## src/core/mfs_pkg.sv

```systemverilog
// Shared constants, types and register layout of the motor fault supervisor
package mfs_pkg;

  // ****************************************
  // Timing
  // ****************************************
  localparam int unsigned CLK_PERIOD_NS = 10;
  localparam int unsigned WAKE_DELAY_US = 1000;
  localparam int unsigned SLEEP_ENTRY_DELAY_US = 100;
  localparam int unsigned RETRY_DELAY_US = 1600;
  localparam int unsigned DIAG_STEP_US = 50;
  localparam int unsigned PUP_PULSE_US = 10;
  // Least times round up, the power-up pulse is a longest time and rounds down
  localparam int unsigned WAKE_CYCLES = (WAKE_DELAY_US * 1000 + CLK_PERIOD_NS - 1) / CLK_PERIOD_NS;
  localparam int unsigned SLEEP_CYCLES =
    (SLEEP_ENTRY_DELAY_US * 1000 + CLK_PERIOD_NS - 1) / CLK_PERIOD_NS;
  localparam int unsigned RETRY_CYCLES = (RETRY_DELAY_US * 1000 + CLK_PERIOD_NS - 1) / CLK_PERIOD_NS;
  localparam int unsigned DIAG_CYCLES = (DIAG_STEP_US * 1000 + CLK_PERIOD_NS - 1) / CLK_PERIOD_NS;
  localparam int unsigned PUP_CYCLES = (PUP_PULSE_US * 1000) / CLK_PERIOD_NS;

  // ****************************************
  // Register map
  // ****************************************
  localparam logic [7:0] CTRL_ADDR = 8'h00;
  localparam logic [7:0] STATUS_ADDR = 8'h04;
  localparam logic [7:0] CTRL_RESET = 8'h00;
  localparam int CTRL_MODE_LSB = 0;
  localparam int CTRL_BRIDGE_OFF_BIT = 2;
  localparam int CTRL_SERIAL_BIT = 3;
  localparam int CTRL_KIND1_LSB = 4;
  localparam int CTRL_KIND2_LSB = 6;

  // ****************************************
  // Types
  // ****************************************
  typedef enum logic [1:0] {
    MODE_4PIN = 2'h0,
    MODE_2PIN = 2'h1,
    MODE_PARALLEL = 2'h2,
    MODE_INDEP = 2'h3
  } mfs_mode_type;

  typedef enum logic [1:0] {
    LOAD_FULL = 2'h0,
    LOAD_TO_SUPPLY = 2'h1,
    LOAD_TO_GROUND = 2'h2,
    LOAD_NONE = 2'h3
  } mfs_load_type;

  typedef enum logic [2:0] {
    ST_SLEEP = 3'h0,
    ST_WAKE = 3'h1,
    ST_RUN = 3'h2,
    ST_SLEEP_WAIT = 3'h3,
    ST_LOCKOUT = 3'h4
  } mfs_state_type;

  typedef struct packed {
    logic sleepInN;
    logic supplyLowLockout;
    logic thermalTrip;
    logic [3:0] overcurrentTrip;
    logic [3:0] highSideSense;
    logic [3:0] lowSideSense;
  } mfs_pins_type;

  typedef struct packed {
    logic [7:0] ctrl;
    logic [31:0] datOut;
    logic ack;
  } mfs_bus_type;

endpackage

```

## src/core/mfs_supervisor.sv

```systemverilog
// Sleep, wake, open-load diagnostic and fault supervisor with Wishbone registers
`timescale 1ns/1ps
`default_nettype none

module mfs_supervisor #(
  parameter int unsigned WAKE_CYCLES = mfs_pkg::WAKE_CYCLES,
  parameter int unsigned SLEEP_CYCLES = mfs_pkg::SLEEP_CYCLES,
  parameter int unsigned RETRY_CYCLES = mfs_pkg::RETRY_CYCLES,
  parameter int unsigned DIAG_CYCLES = mfs_pkg::DIAG_CYCLES,
  parameter int unsigned PUP_CYCLES = mfs_pkg::PUP_CYCLES
) (
  // Clock and reset
  input wire logic sys_clk,
  input wire logic rst,
  // Wishbone slave
  input wire logic wb_cyc_i,
  input wire logic wb_stb_i,
  input wire logic wb_we_i,
  input wire logic [7:0] wb_adr_i,
  input wire logic [3:0] wb_sel_i,
  input wire logic [31:0] wb_dat_i,
  output logic [31:0] wb_dat_o,
  output logic wb_ack_o,
  // Pins and analog comparators
  input wire logic sleep_in_n,
  input wire logic supply_low_lockout,
  input wire logic thermal_trip,
  input wire logic [3:0] overcurrent_trip,
  input wire logic [3:0] high_side_sense,
  input wire logic [3:0] low_side_sense,
  // Bridge and status outputs
  output logic fault_out_n,
  output logic [3:0] halfBridgeEnable,
  output logic circuitsEnable,
  output logic readyForInputs,
  output logic [1:0] diagPhase
);

  // ****************************************
  // Input synchronisers
  // ****************************************
  mfs_pkg::mfs_pins_type pinsMeta_q;
  mfs_pkg::mfs_pins_type pins_q;
  mfs_pkg::mfs_pins_type pinsRaw;

  assign pinsRaw = '{sleepInN: sleep_in_n, supplyLowLockout: supply_low_lockout,
    thermalTrip: thermal_trip, overcurrentTrip: overcurrent_trip,
    highSideSense: high_side_sense, lowSideSense: low_side_sense};

  always_ff @(posedge sys_clk or posedge rst) begin
    if (rst) begin
      pinsMeta_q <= '0;
      pins_q <= '0;
    end else begin
      pinsMeta_q <= pinsRaw;
      pins_q <= pinsMeta_q;
    end
  end

  // ****************************************
  // Register bus
  // ****************************************
  mfs_pkg::mfs_bus_type bus_q;
  mfs_pkg::mfs_bus_type bus_d;
  logic [31:0] statusWord;

  always_comb begin
    bus_d = bus_q;
    bus_d.ack = wb_cyc_i & wb_stb_i & ~bus_q.ack;
    bus_d.datOut = 32'h00000000;
    if (wb_cyc_i & wb_stb_i & ~bus_q.ack) begin
      if (wb_adr_i == mfs_pkg::CTRL_ADDR) begin
        bus_d.datOut = {24'h000000, bus_q.ctrl};
      end else if (wb_adr_i == mfs_pkg::STATUS_ADDR) begin
        bus_d.datOut = statusWord;
      end
    end
    // Write lands on the edge where the master sees ack, so an aborted cycle changes nothing
    if (wb_cyc_i & wb_stb_i & bus_q.ack & wb_we_i & wb_sel_i[0] &
        (wb_adr_i == mfs_pkg::CTRL_ADDR)) begin
      bus_d.ctrl = wb_dat_i[7:0];
    end
  end

  always_ff @(posedge sys_clk or posedge rst) begin
    if (rst) begin
      bus_q <= '{ctrl: mfs_pkg::CTRL_RESET, datOut: 32'h00000000, ack: 1'b0};
    end else begin
      bus_q <= bus_d;
    end
  end

  assign wb_dat_o = bus_q.datOut;
  assign wb_ack_o = bus_q.ack;

  mfs_pkg::mfs_mode_type mode;
  mfs_pkg::mfs_load_type kindPair1;
  mfs_pkg::mfs_load_type kindPair2;
  logic bridgeOffOnOpen;
  logic serialVariant;

  assign mode = mfs_pkg::mfs_mode_type'(bus_q.ctrl[mfs_pkg::CTRL_MODE_LSB +: 2]);
  assign kindPair1 = mfs_pkg::mfs_load_type'(bus_q.ctrl[mfs_pkg::CTRL_KIND1_LSB +: 2]);
  assign kindPair2 = mfs_pkg::mfs_load_type'(bus_q.ctrl[mfs_pkg::CTRL_KIND2_LSB +: 2]);
  assign bridgeOffOnOpen = bus_q.ctrl[mfs_pkg::CTRL_BRIDGE_OFF_BIT];
  assign serialVariant = bus_q.ctrl[mfs_pkg::CTRL_SERIAL_BIT];

  // ****************************************
  // Supervisor
  // ****************************************
  // Widens per-half-bridge fault bits to the set of half-bridges the mode switches together
  function automatic logic [3:0] spreadByMode(input logic [3:0] hit,
                                              input mfs_pkg::mfs_mode_type m);
    logic [3:0] res;
    res = hit;
    unique case (m)
      mfs_pkg::MODE_4PIN, mfs_pkg::MODE_2PIN: res = {{2{|hit[3:2]}}, {2{|hit[1:0]}}};
      mfs_pkg::MODE_PARALLEL: res = {4{|hit}};
      mfs_pkg::MODE_INDEP: res = hit;
    endcase
    return res;
  endfunction

  // Combines the three detection results of one output pair by its load kind
  function automatic logic [1:0] pairOpen(input mfs_pkg::mfs_load_type k, input logic full,
                                          input logic [1:0] toSupply, input logic [1:0] toGround);
    logic [1:0] res;
    res = 2'h0;
    unique case (k)
      mfs_pkg::LOAD_FULL: res = {2{full}};
      mfs_pkg::LOAD_TO_SUPPLY: res = toSupply;
      mfs_pkg::LOAD_TO_GROUND: res = toGround;
      mfs_pkg::LOAD_NONE: res = 2'h0;
    endcase
    return res;
  endfunction

  mfs_pkg::mfs_state_type state_q, state_d;
  logic [31:0] cnt_q, cnt_d;
  logic [31:0] retryCnt_q, retryCnt_d;
  logic [31:0] pupCnt_q, pupCnt_d;
  logic [1:0] fullOpen_q, fullOpen_d;
  logic [3:0] supplyOpen_q, supplyOpen_d;
  logic [3:0] openFlag_q, openFlag_d;
  logic [3:0] ocFlag_q, ocFlag_d;
  logic faultOutN_q, faultOutN_d;
  logic [3:0] bridgeEn_q, bridgeEn_d;
  logic circuitsEn_q, circuitsEn_d;
  logic ready_q, ready_d;
  logic [1:0] diagPhase_q, diagPhase_d;
  logic [3:0] groundOpen;
  logic [3:0] offMask;
  logic faultAny;
  logic pupPulse;

  assign statusWord = {17'h0, state_q, ready_q, ~faultOutN_q, pins_q.thermalTrip,
    pins_q.supplyLowLockout, ocFlag_q, openFlag_q};

  always_comb begin
    state_d = state_q;
    cnt_d = cnt_q;
    retryCnt_d = retryCnt_q;
    fullOpen_d = fullOpen_q;
    supplyOpen_d = supplyOpen_q;
    openFlag_d = openFlag_q;
    ocFlag_d = ocFlag_q;
    ready_d = ready_q;
    diagPhase_d = 2'h0;
    groundOpen = pins_q.highSideSense;
    pupPulse = pupCnt_q < PUP_CYCLES;
    pupCnt_d = pupPulse ? pupCnt_q + 32'h1 : pupCnt_q;
    unique case (state_q)
      mfs_pkg::ST_SLEEP: begin
        // Sleep acts as a reset of latched diagnostics
        openFlag_d = 4'h0;
        ocFlag_d = 4'h0;
        retryCnt_d = 32'h0;
        ready_d = 1'b0;
        cnt_d = 32'h0;
        if (pins_q.sleepInN) begin
          state_d = mfs_pkg::ST_WAKE;
        end
      end
      mfs_pkg::ST_WAKE: begin
        cnt_d = cnt_q + 32'h1;
        if (cnt_q < DIAG_CYCLES) begin
          diagPhase_d = 2'h1;
        end else if (cnt_q < 2 * DIAG_CYCLES) begin
          diagPhase_d = 2'h2;
        end else if (cnt_q < 3 * DIAG_CYCLES) begin
          diagPhase_d = 2'h3;
        end
        if (cnt_q == DIAG_CYCLES - 1) begin
          fullOpen_d[0] = pins_q.highSideSense[0] & pins_q.lowSideSense[1];
          fullOpen_d[1] = pins_q.highSideSense[2] & pins_q.lowSideSense[3];
        end
        if (cnt_q == 2 * DIAG_CYCLES - 1) begin
          supplyOpen_d = pins_q.lowSideSense;
        end
        if (cnt_q == 3 * DIAG_CYCLES - 1) begin
          // Set only: a flag already latched stays until sleep or lockout
          openFlag_d = openFlag_q |
            {pairOpen(kindPair2, fullOpen_q[1], supplyOpen_q[3:2], groundOpen[3:2]),
             pairOpen(kindPair1, fullOpen_q[0], supplyOpen_q[1:0], groundOpen[1:0])};
        end
        if (cnt_q >= WAKE_CYCLES - 1) begin
          state_d = mfs_pkg::ST_RUN;
          ready_d = 1'b1;
        end
        if (!pins_q.sleepInN) begin
          state_d = mfs_pkg::ST_SLEEP_WAIT;
          cnt_d = 32'h0;
        end
      end
      mfs_pkg::ST_RUN, mfs_pkg::ST_SLEEP_WAIT: begin
        // Overcurrent retry: a trip present at expiry re-latches at once
        if (ocFlag_q != 4'h0) begin
          retryCnt_d = retryCnt_q + 32'h1;
        end
        ocFlag_d = ocFlag_q | pins_q.overcurrentTrip;
        if (retryCnt_q >= RETRY_CYCLES - 1) begin
          ocFlag_d = pins_q.overcurrentTrip;
          retryCnt_d = 32'h0;
        end
        if (state_q == mfs_pkg::ST_RUN) begin
          if (!pins_q.sleepInN) begin
            state_d = mfs_pkg::ST_SLEEP_WAIT;
            cnt_d = 32'h0;
          end
        end else begin
          cnt_d = cnt_q + 32'h1;
          if (pins_q.sleepInN) begin
            state_d = ready_q ? mfs_pkg::ST_RUN : mfs_pkg::ST_WAKE;
            cnt_d = 32'h0;
          end else if (cnt_q >= SLEEP_CYCLES - 1) begin
            state_d = mfs_pkg::ST_SLEEP;
          end
        end
      end
      mfs_pkg::ST_LOCKOUT: begin
        // Internal logic is reset; recovery restarts the wake sequence, or returns to sleep while sleep_in_n is low
        openFlag_d = 4'h0;
        ocFlag_d = 4'h0;
        retryCnt_d = 32'h0;
        ready_d = 1'b0;
        cnt_d = 32'h0;
        if (!pins_q.supplyLowLockout) begin
          state_d = pins_q.sleepInN ? mfs_pkg::ST_WAKE : mfs_pkg::ST_SLEEP;
        end
      end
      default: begin
        state_d = mfs_pkg::ST_SLEEP;
      end
    endcase
    if (pins_q.supplyLowLockout) begin
      state_d = mfs_pkg::ST_LOCKOUT;
    end

    // Hi-Z masks; open load without the serial variant never turns a bridge off
    offMask = spreadByMode(ocFlag_q, mode);
    if (serialVariant & bridgeOffOnOpen) begin
      offMask = offMask | spreadByMode(openFlag_q, mode);
    end
    if (pins_q.thermalTrip) begin
      offMask = 4'hF;
    end
    faultAny = (|openFlag_q) | (|ocFlag_q) | pins_q.thermalTrip |
      pins_q.supplyLowLockout;
    circuitsEn_d = 1'b1;
    bridgeEn_d = 4'h0;
    unique case (state_q)
      mfs_pkg::ST_SLEEP: begin
        circuitsEn_d = 1'b0;
        faultAny = pins_q.supplyLowLockout;
      end
      mfs_pkg::ST_LOCKOUT: begin
        circuitsEn_d = 1'b0;
      end
      mfs_pkg::ST_WAKE: begin
        bridgeEn_d = 4'h0;
      end
      mfs_pkg::ST_RUN, mfs_pkg::ST_SLEEP_WAIT: begin
        bridgeEn_d = ~offMask;
      end
      default: begin
        circuitsEn_d = 1'b0;
      end
    endcase
    if (pins_q.supplyLowLockout) begin
      bridgeEn_d = 4'h0;
      circuitsEn_d = 1'b0;
    end
    faultOutN_d = ~(faultAny | pupPulse);
  end

  always_ff @(posedge sys_clk or posedge rst) begin
    if (rst) begin
      state_q <= mfs_pkg::ST_SLEEP;
      cnt_q <= 32'h0;
      retryCnt_q <= 32'h0;
      pupCnt_q <= 32'h0;
      fullOpen_q <= 2'h0;
      supplyOpen_q <= 4'h0;
      openFlag_q <= 4'h0;
      ocFlag_q <= 4'h0;
      faultOutN_q <= 1'b1;
      bridgeEn_q <= 4'h0;
      circuitsEn_q <= 1'b0;
      ready_q <= 1'b0;
      diagPhase_q <= 2'h0;
    end else begin
      state_q <= state_d;
      cnt_q <= cnt_d;
      retryCnt_q <= retryCnt_d;
      pupCnt_q <= pupCnt_d;
      fullOpen_q <= fullOpen_d;
      supplyOpen_q <= supplyOpen_d;
      openFlag_q <= openFlag_d;
      ocFlag_q <= ocFlag_d;
      faultOutN_q <= faultOutN_d;
      bridgeEn_q <= bridgeEn_d;
      circuitsEn_q <= circuitsEn_d;
      ready_q <= ready_d;
      diagPhase_q <= diagPhase_d;
    end
  end

  assign fault_out_n = faultOutN_q;
  assign halfBridgeEnable = bridgeEn_q;
  assign circuitsEnable = circuitsEn_q;
  assign readyForInputs = ready_q;
  assign diagPhase = diagPhase_q;

endmodule // mfs_supervisor

`default_nettype wire

```

## config.mk

```make
export PLATFORM = sky130hd
export DESIGN_NAME = mfs_supervisor
export DESIGN_NICKNAME = d
export VERILOG_FILES = /design/src/core/mfs_pkg.sv /design/src/core/mfs_supervisor.sv
export SDC_FILE = /design/constraint.sdc
export NUM_CORES = 1
export LEC_CHECK = 0
export ABC_AREA = 0
export BUFFER_PORTS_ARGS = -buffer_cell sky130_fd_sc_hd__buf_2
export CORE_ASPECT_RATIO = 1.4
export CORE_MARGIN = 2
export CORE_UTILIZATION = 62
export CTS_BUF_LIST = sky130_fd_sc_hd__clkbuf_2 sky130_fd_sc_hd__clkbuf_4 sky130_fd_sc_hd__clkbuf_8
export DETAILED_ROUTE_END_ITERATION = 7
export HOLD_SLACK_MARGIN = 0.08
export PLACE_DENSITY = 0.95
export SLEW_MARGIN = 10
export SYNTH_ARGS = -nofsm -noshare
export SYNTH_HDL_FRONTEND = slang
export SYNTH_SLANG_ARGS = --single-unit
```

## constraint.sdc

```tcl
create_clock -name sys_clk -period 10.3 [get_ports sys_clk]
set_clock_uncertainty 0.15 [all_clocks]
set_input_delay 1.03 -clock sys_clk [delete_from_list [all_inputs] [get_ports sys_clk]]
set_output_delay 1.03 -clock sys_clk [all_outputs]
set_load 0.02 [all_outputs]
```

==> metrics.txt <==
# TYPE chip_impl_metric gauge
chip_impl_info{name="outcome",value="finished, final reports clean"} 1
chip_impl_metric{name="postCtsSetupBuffers",unit=""} 0
chip_impl_info{name="yosysMostFrequentCell",value="sky130_fd_sc_hd__dfrtp_1"} 1
chip_impl_metric{name="pin_count",unit=""} 106
chip_impl_metric{name="detailedRoute.firstIterationViolations",unit=""} 611
chip_impl_metric{name="dp_hpwl",unit="µm"} 11400
chip_impl_metric{name="synth-edff-count",unit=""} 0
chip_impl_info{name="postSynth.topFlopCell",value="sky130_fd_sc_hd__dfrtp_1"} 1
chip_impl_metric{name="tightest_slew",unit="ns"} 0.946
chip_impl_metric{name="core",unit="µm²"} 12900
chip_impl_metric{name="syn_avg_cell_area",unit="µm²"} 10.6
chip_impl_metric{name="power-per-cell-area",unit="nW/µm²"} 150
chip_impl_metric{name="report.final.setup_viol",unit=""} 0
chip_impl_info{name="synth_top_cells_by_area",value="sky130_fd_sc_hd__dfrtp_1, sky130_fd_sc_hd__nor2_1, sky130_fd_sc_hd__buf_4"} 1
chip_impl_metric{name="clock_sink_count",unit=""} 176
chip_impl_metric{name="cpPeakStageDelay",unit="ns"} 0.73
chip_impl_metric{name="syn-cell-area",unit="µm²"} 8210
chip_impl_metric{name="clockPowerShare",unit=""} 0.380
chip_impl_metric{name="drv_cap",unit=""} 0
chip_impl_info{name="r2r_start",value="state_q[1]$_DFFE_PP0P_"} 1
chip_impl_info{name="cpLargestDelayFamily",value="simple AND/OR/NAND/NOR gates"} 1
chip_impl_metric{name="preCtsSetupSlack",unit="ns"} 7.34
chip_impl_metric{name="hold_path_cells",unit=""} 0
chip_impl_metric{name="fp.dieArea",unit="µm²"} 14200
chip_impl_metric{name="finalNetCount",unit=""} 845
chip_impl_metric{name="largest_fanout_on_the_critical_path",unit=""} 25
chip_impl_metric{name="fraction_of_final_layout_cells_with_drive_strength_greater_than_1",unit=""} 0.168
chip_impl_metric{name="largest_net_degree_at_the_start_of_global_routing",unit=""} 99
chip_impl_info{name="hold_path_class",value="flop to flop"} 1
chip_impl_metric{name="netSwitchingFraction",unit=""} 0.269
chip_impl_info{name="grt_setup_unrepaired",value="no"} 1
chip_impl_metric{name="cts_repair_resize_count",unit=""} 0
chip_impl_metric{name="post-route-period-util",unit=""} 0.260
chip_impl_metric{name="seq_power_share",unit=""} 0.556
chip_impl_metric{name="wire_length_of_the_first_global_routing_pass",unit="µm"} 27800
chip_impl_metric{name="cts-htree-levels",unit=""} 4
chip_impl_metric{name="worst_ep_required_time",unit="ns"} 10.46
chip_impl_metric{name="intPower",unit="mW"} 0.936
chip_impl_metric{name="worst_ir_drop_vdd",unit="mV"} 0.130
chip_impl_metric{name="route.vias.total",unit=""} 5939
chip_impl_metric{name="ff2ff_setup_slack",unit="ns"} 7.62
chip_impl_metric{name="hold_buffers",unit=""} 0
chip_impl_info{name="crit_slowest_cell",value="sky130_fd_sc_hd__a211oi_4"} 1
chip_impl_metric{name="post-synth-top-area-fraction",unit=""} 0.533
chip_impl_metric{name="critical_path_buffers_and_inverters",unit=""} 0
chip_impl_metric{name="placement_rows",unit=""} 49
chip_impl_metric{name="combPwrFrac",unit=""} 0.064
chip_impl_info{name="tritoncts",value="built"} 1
chip_impl_metric{name="final_period_minus_worst_setup_slack",unit="ns"} 2.68
chip_impl_metric{name="clk_pin_slew",unit="ns"} 0.10
chip_impl_metric{name="worst_slack",unit="ns"} 7.62
chip_impl_metric{name="synthCells",unit=""} 773
chip_impl_metric{name="slew_viol_final",unit=""} 0
chip_impl_metric{name="worst-r2r-cell-count",unit=""} 5
chip_impl_metric{name="power.static_leakage",unit="nW"} 3.94
chip_impl_metric{name="initial_utilization",unit=""} 0.638
chip_impl_metric{name="synthArstFlopShare",unit=""} 1.00
chip_impl_metric{name="crit_arrival",unit="ns"} 2.84
chip_impl_metric{name="tritoncts.num_buffers",unit=""} 17
chip_impl_metric{name="routedWlPerCell",unit="µm"} 18.0
chip_impl_metric{name="avgViaCountPerCell",unit=""} 6.29
chip_impl_metric{name="die-width",unit="µm"} 101
chip_impl_metric{name="number_of_global_route_vias_before_repair",unit=""} 5754
chip_impl_metric{name="relative_area_change_from_synthesis_to_final_layout",unit="%"} 4.40
chip_impl_metric{name="cts-root-to-sink-buffers",unit=""} 2
chip_impl_info{name="r2r-end",value="retryCnt_q[15]$_DFFE_PP0P_"} 1
chip_impl_info{name="cp-end-kind",value="flop"} 1
chip_impl_metric{name="worstSkewPairLatency",unit="ns"} 0.47
chip_impl_metric{name="global_route.overflow_total",unit=""} 0
chip_impl_info{name="critical_path_class",value="flop to flop"} 1
chip_impl_metric{name="routabilityCongestion",unit=""} 0.900
chip_impl_metric{name="antenna_violations_before_repair",unit=""} 0
chip_impl_metric{name="ys_warn_count",unit=""} 0
chip_impl_metric{name="synth-seq-cells",unit=""} 176
chip_impl_metric{name="dieHeight",unit="µm"} 140
chip_impl_metric{name="grt.total_usage",unit=""} 0.248
chip_impl_metric{name="final_antenna_net_count",unit=""} 0
chip_impl_info{name="worstPathCellList",value="and2b_1 > nand2_2 > a211oi_4 > or3_1 > a21oi_1"} 1
chip_impl_metric{name="max_clock_freq",unit="MHz"} 373
chip_impl_metric{name="fin_setup_tns",unit="ns"} 0
chip_impl_info{name="timing.hold.worst.start",value="pinsMeta_q[14]$_DFF_PP0_"} 1
chip_impl_metric{name="remaining_drcs",unit=""} 0
chip_impl_info{name="synth_top_area_cell",value="sky130_fd_sc_hd__dfrtp_1"} 1
chip_impl_metric{name="insertedDiodeCount",unit=""} 0
chip_impl_info{name="cts_root_buf",value="sky130_fd_sc_hd__clkbuf_8"} 1
chip_impl_metric{name="post-layout-total-power",unit="mW"} 1.28
chip_impl_metric{name="timing.max_slew.rel_slack",unit=""} 0.369
chip_impl_metric{name="ys_types",unit=""} 80
chip_impl_metric{name="finalHoldViolCount",unit=""} 0
chip_impl_metric{name="ys_seq_area_frac",unit=""} 0.536
chip_impl_metric{name="p_switching",unit="mW"} 0.345
chip_impl_info{name="worst_hold_path.endpoint",value="pins_q[14]$_DFF_PP0_"} 1
chip_impl_info{name="synth.top_cells.by_count",value="sky130_fd_sc_hd__dfrtp_1, sky130_fd_sc_hd__nor2_1, sky130_fd_sc_hd__nand2_1"} 1
chip_impl_metric{name="final_core_area_utilization",unit=""} 0.666
chip_impl_metric{name="wirelength",unit="µm"} 16900
chip_impl_info{name="startpoint_type",value="flop"} 1
chip_impl_metric{name="io_buffer_count",unit=""} 61
chip_impl_metric{name="detailed_router_iteration_count_before_antenna_repair",unit=""} 7
## cell families (layout without fill, tap and decap cells)
logic type                 after synthesis  after routing  synth area share
DFF                                    176            176             0.536
muxes                                   27             27            0.0358
xor gates and xnor gates                37             37            0.0395
and+or+nand+nor                        302            302             0.201
buffers and inverters                  104            106            0.0830
other                                    1             17          0.000457
adders and majority gates                3              3           0.00457
AOI/OAI and AO/OA                      123            123            0.0997
## worst max path at each step
stage | endpoint | slack [ns] | start | cells past startpoint
after detailed placement | pupCnt_q[2]$_DFFE_PP0N_ | 7.34 | rst | 3
after global routing | retryCnt_q[8]$_DFFE_PP0P_ | 7.51 | state_q[1]$_DFFE_PP0P_ | 5
after floorplan | bridgeOffOnOpen$_DFFE_PP0P_ | 4.35 | rst | 1
final | retryCnt_q[15]$_DFFE_PP0P_ | 7.62 | state_q[1]$_DFFE_PP0P_ | 5
after CTS | retryCnt_q[15]$_DFFE_PP0P_ | 7.68 | state_q[1]$_DFFE_PP0P_ | 5
after global placement | pinsMeta_q[1]$_DFF_PP0_ | 7.38 | rst | 3
## metal layers
layer | vias to the layer above | routed length, µm | global-route usage
met1 | 2881 | 6540 | 0.298
met2 | 286 | 8760 | 0.425
met5 | - | 0 | 0
met3 | 66 | 1100 | 0.0514
li1 | 2706 | - | -
met4 | 0 | 541 | 0.110
## cell type report
cell class	count	area [µm²]
sequential	176	4410
inverter	12	50.0
clock buffer	19	255
timing repair buffer	62	313
clock inverter	13	160
tap	153	191
fill	900	4300
multi-input combinational	509	3200
## power groups by stage
stage | Sequential [mW] | Combinational [mW] | Clock [mW]
after floorplan | 0.719 | 0.0711 | 0
after global placement | 0.725 | 0.0788 | 0
after detailed placement | 0.725 | 0.0802 | 0
after CTS | 0.712 | 0.0808 | 0.494
after global routing | 0.714 | 0.0895 | 0.523
final | 0.712 | 0.0818 | 0.488
## layout by cell type, fill, tap and decap left out, types with 16 or more instances in the layout
| cell type | instances |
|---|---|
| sky130_fd_sc_hd__dfrtp_1 | 175 |
| sky130_fd_sc_hd__nor2_1 | 77 |
| sky130_fd_sc_hd__buf_2 | 61 |
| sky130_fd_sc_hd__nand2_1 | 44 |
| sky130_fd_sc_hd__a21oi_1 | 41 |
| sky130_fd_sc_hd__nand3_1 | 32 |
| sky130_fd_sc_hd__nand4_1 | 26 |
| sky130_fd_sc_hd__xor2_1 | 25 |
| sky130_fd_sc_hd__and3_1 | 24 |
| sky130_fd_sc_hd__nor3_1 | 21 |
| sky130_fd_sc_hd__nor4_1 | 18 |
| sky130_fd_sc_hd__clkbuf_8 | 18 |
| sky130_fd_sc_hd__conb_1 | 17 |
| sky130_fd_sc_hd__o21ai_0 | 16 |
## flip-flops by register name, summed over array words and instances, names as in the netlist, 7 cells and up
| register | cells |
|---|---|
| bus_q | 7 |
| cnt_q | 32 |
| pinsMeta_q | 15 |
| pins_q | 11 |
| pupCnt_q | 32 |
| retryCnt_q | 32 |
| wb_dat_o | 15 |
## through the flow
step | area [µm²] | std cells | hold slack (ns)
6_report | 8570 | 944 | 0.204
2_1_floorplan | 8270 | 789 | 0.181
3_5_place_dp | 8150 | 912 | 0.187
4_1_cts | 8570 | 944 | 0.209
5_1_grt | 8570 | 944 | 0.220
3_3_place_gp | 8150 | 912 | 0.184
Power figures use the tool's default switching activity.
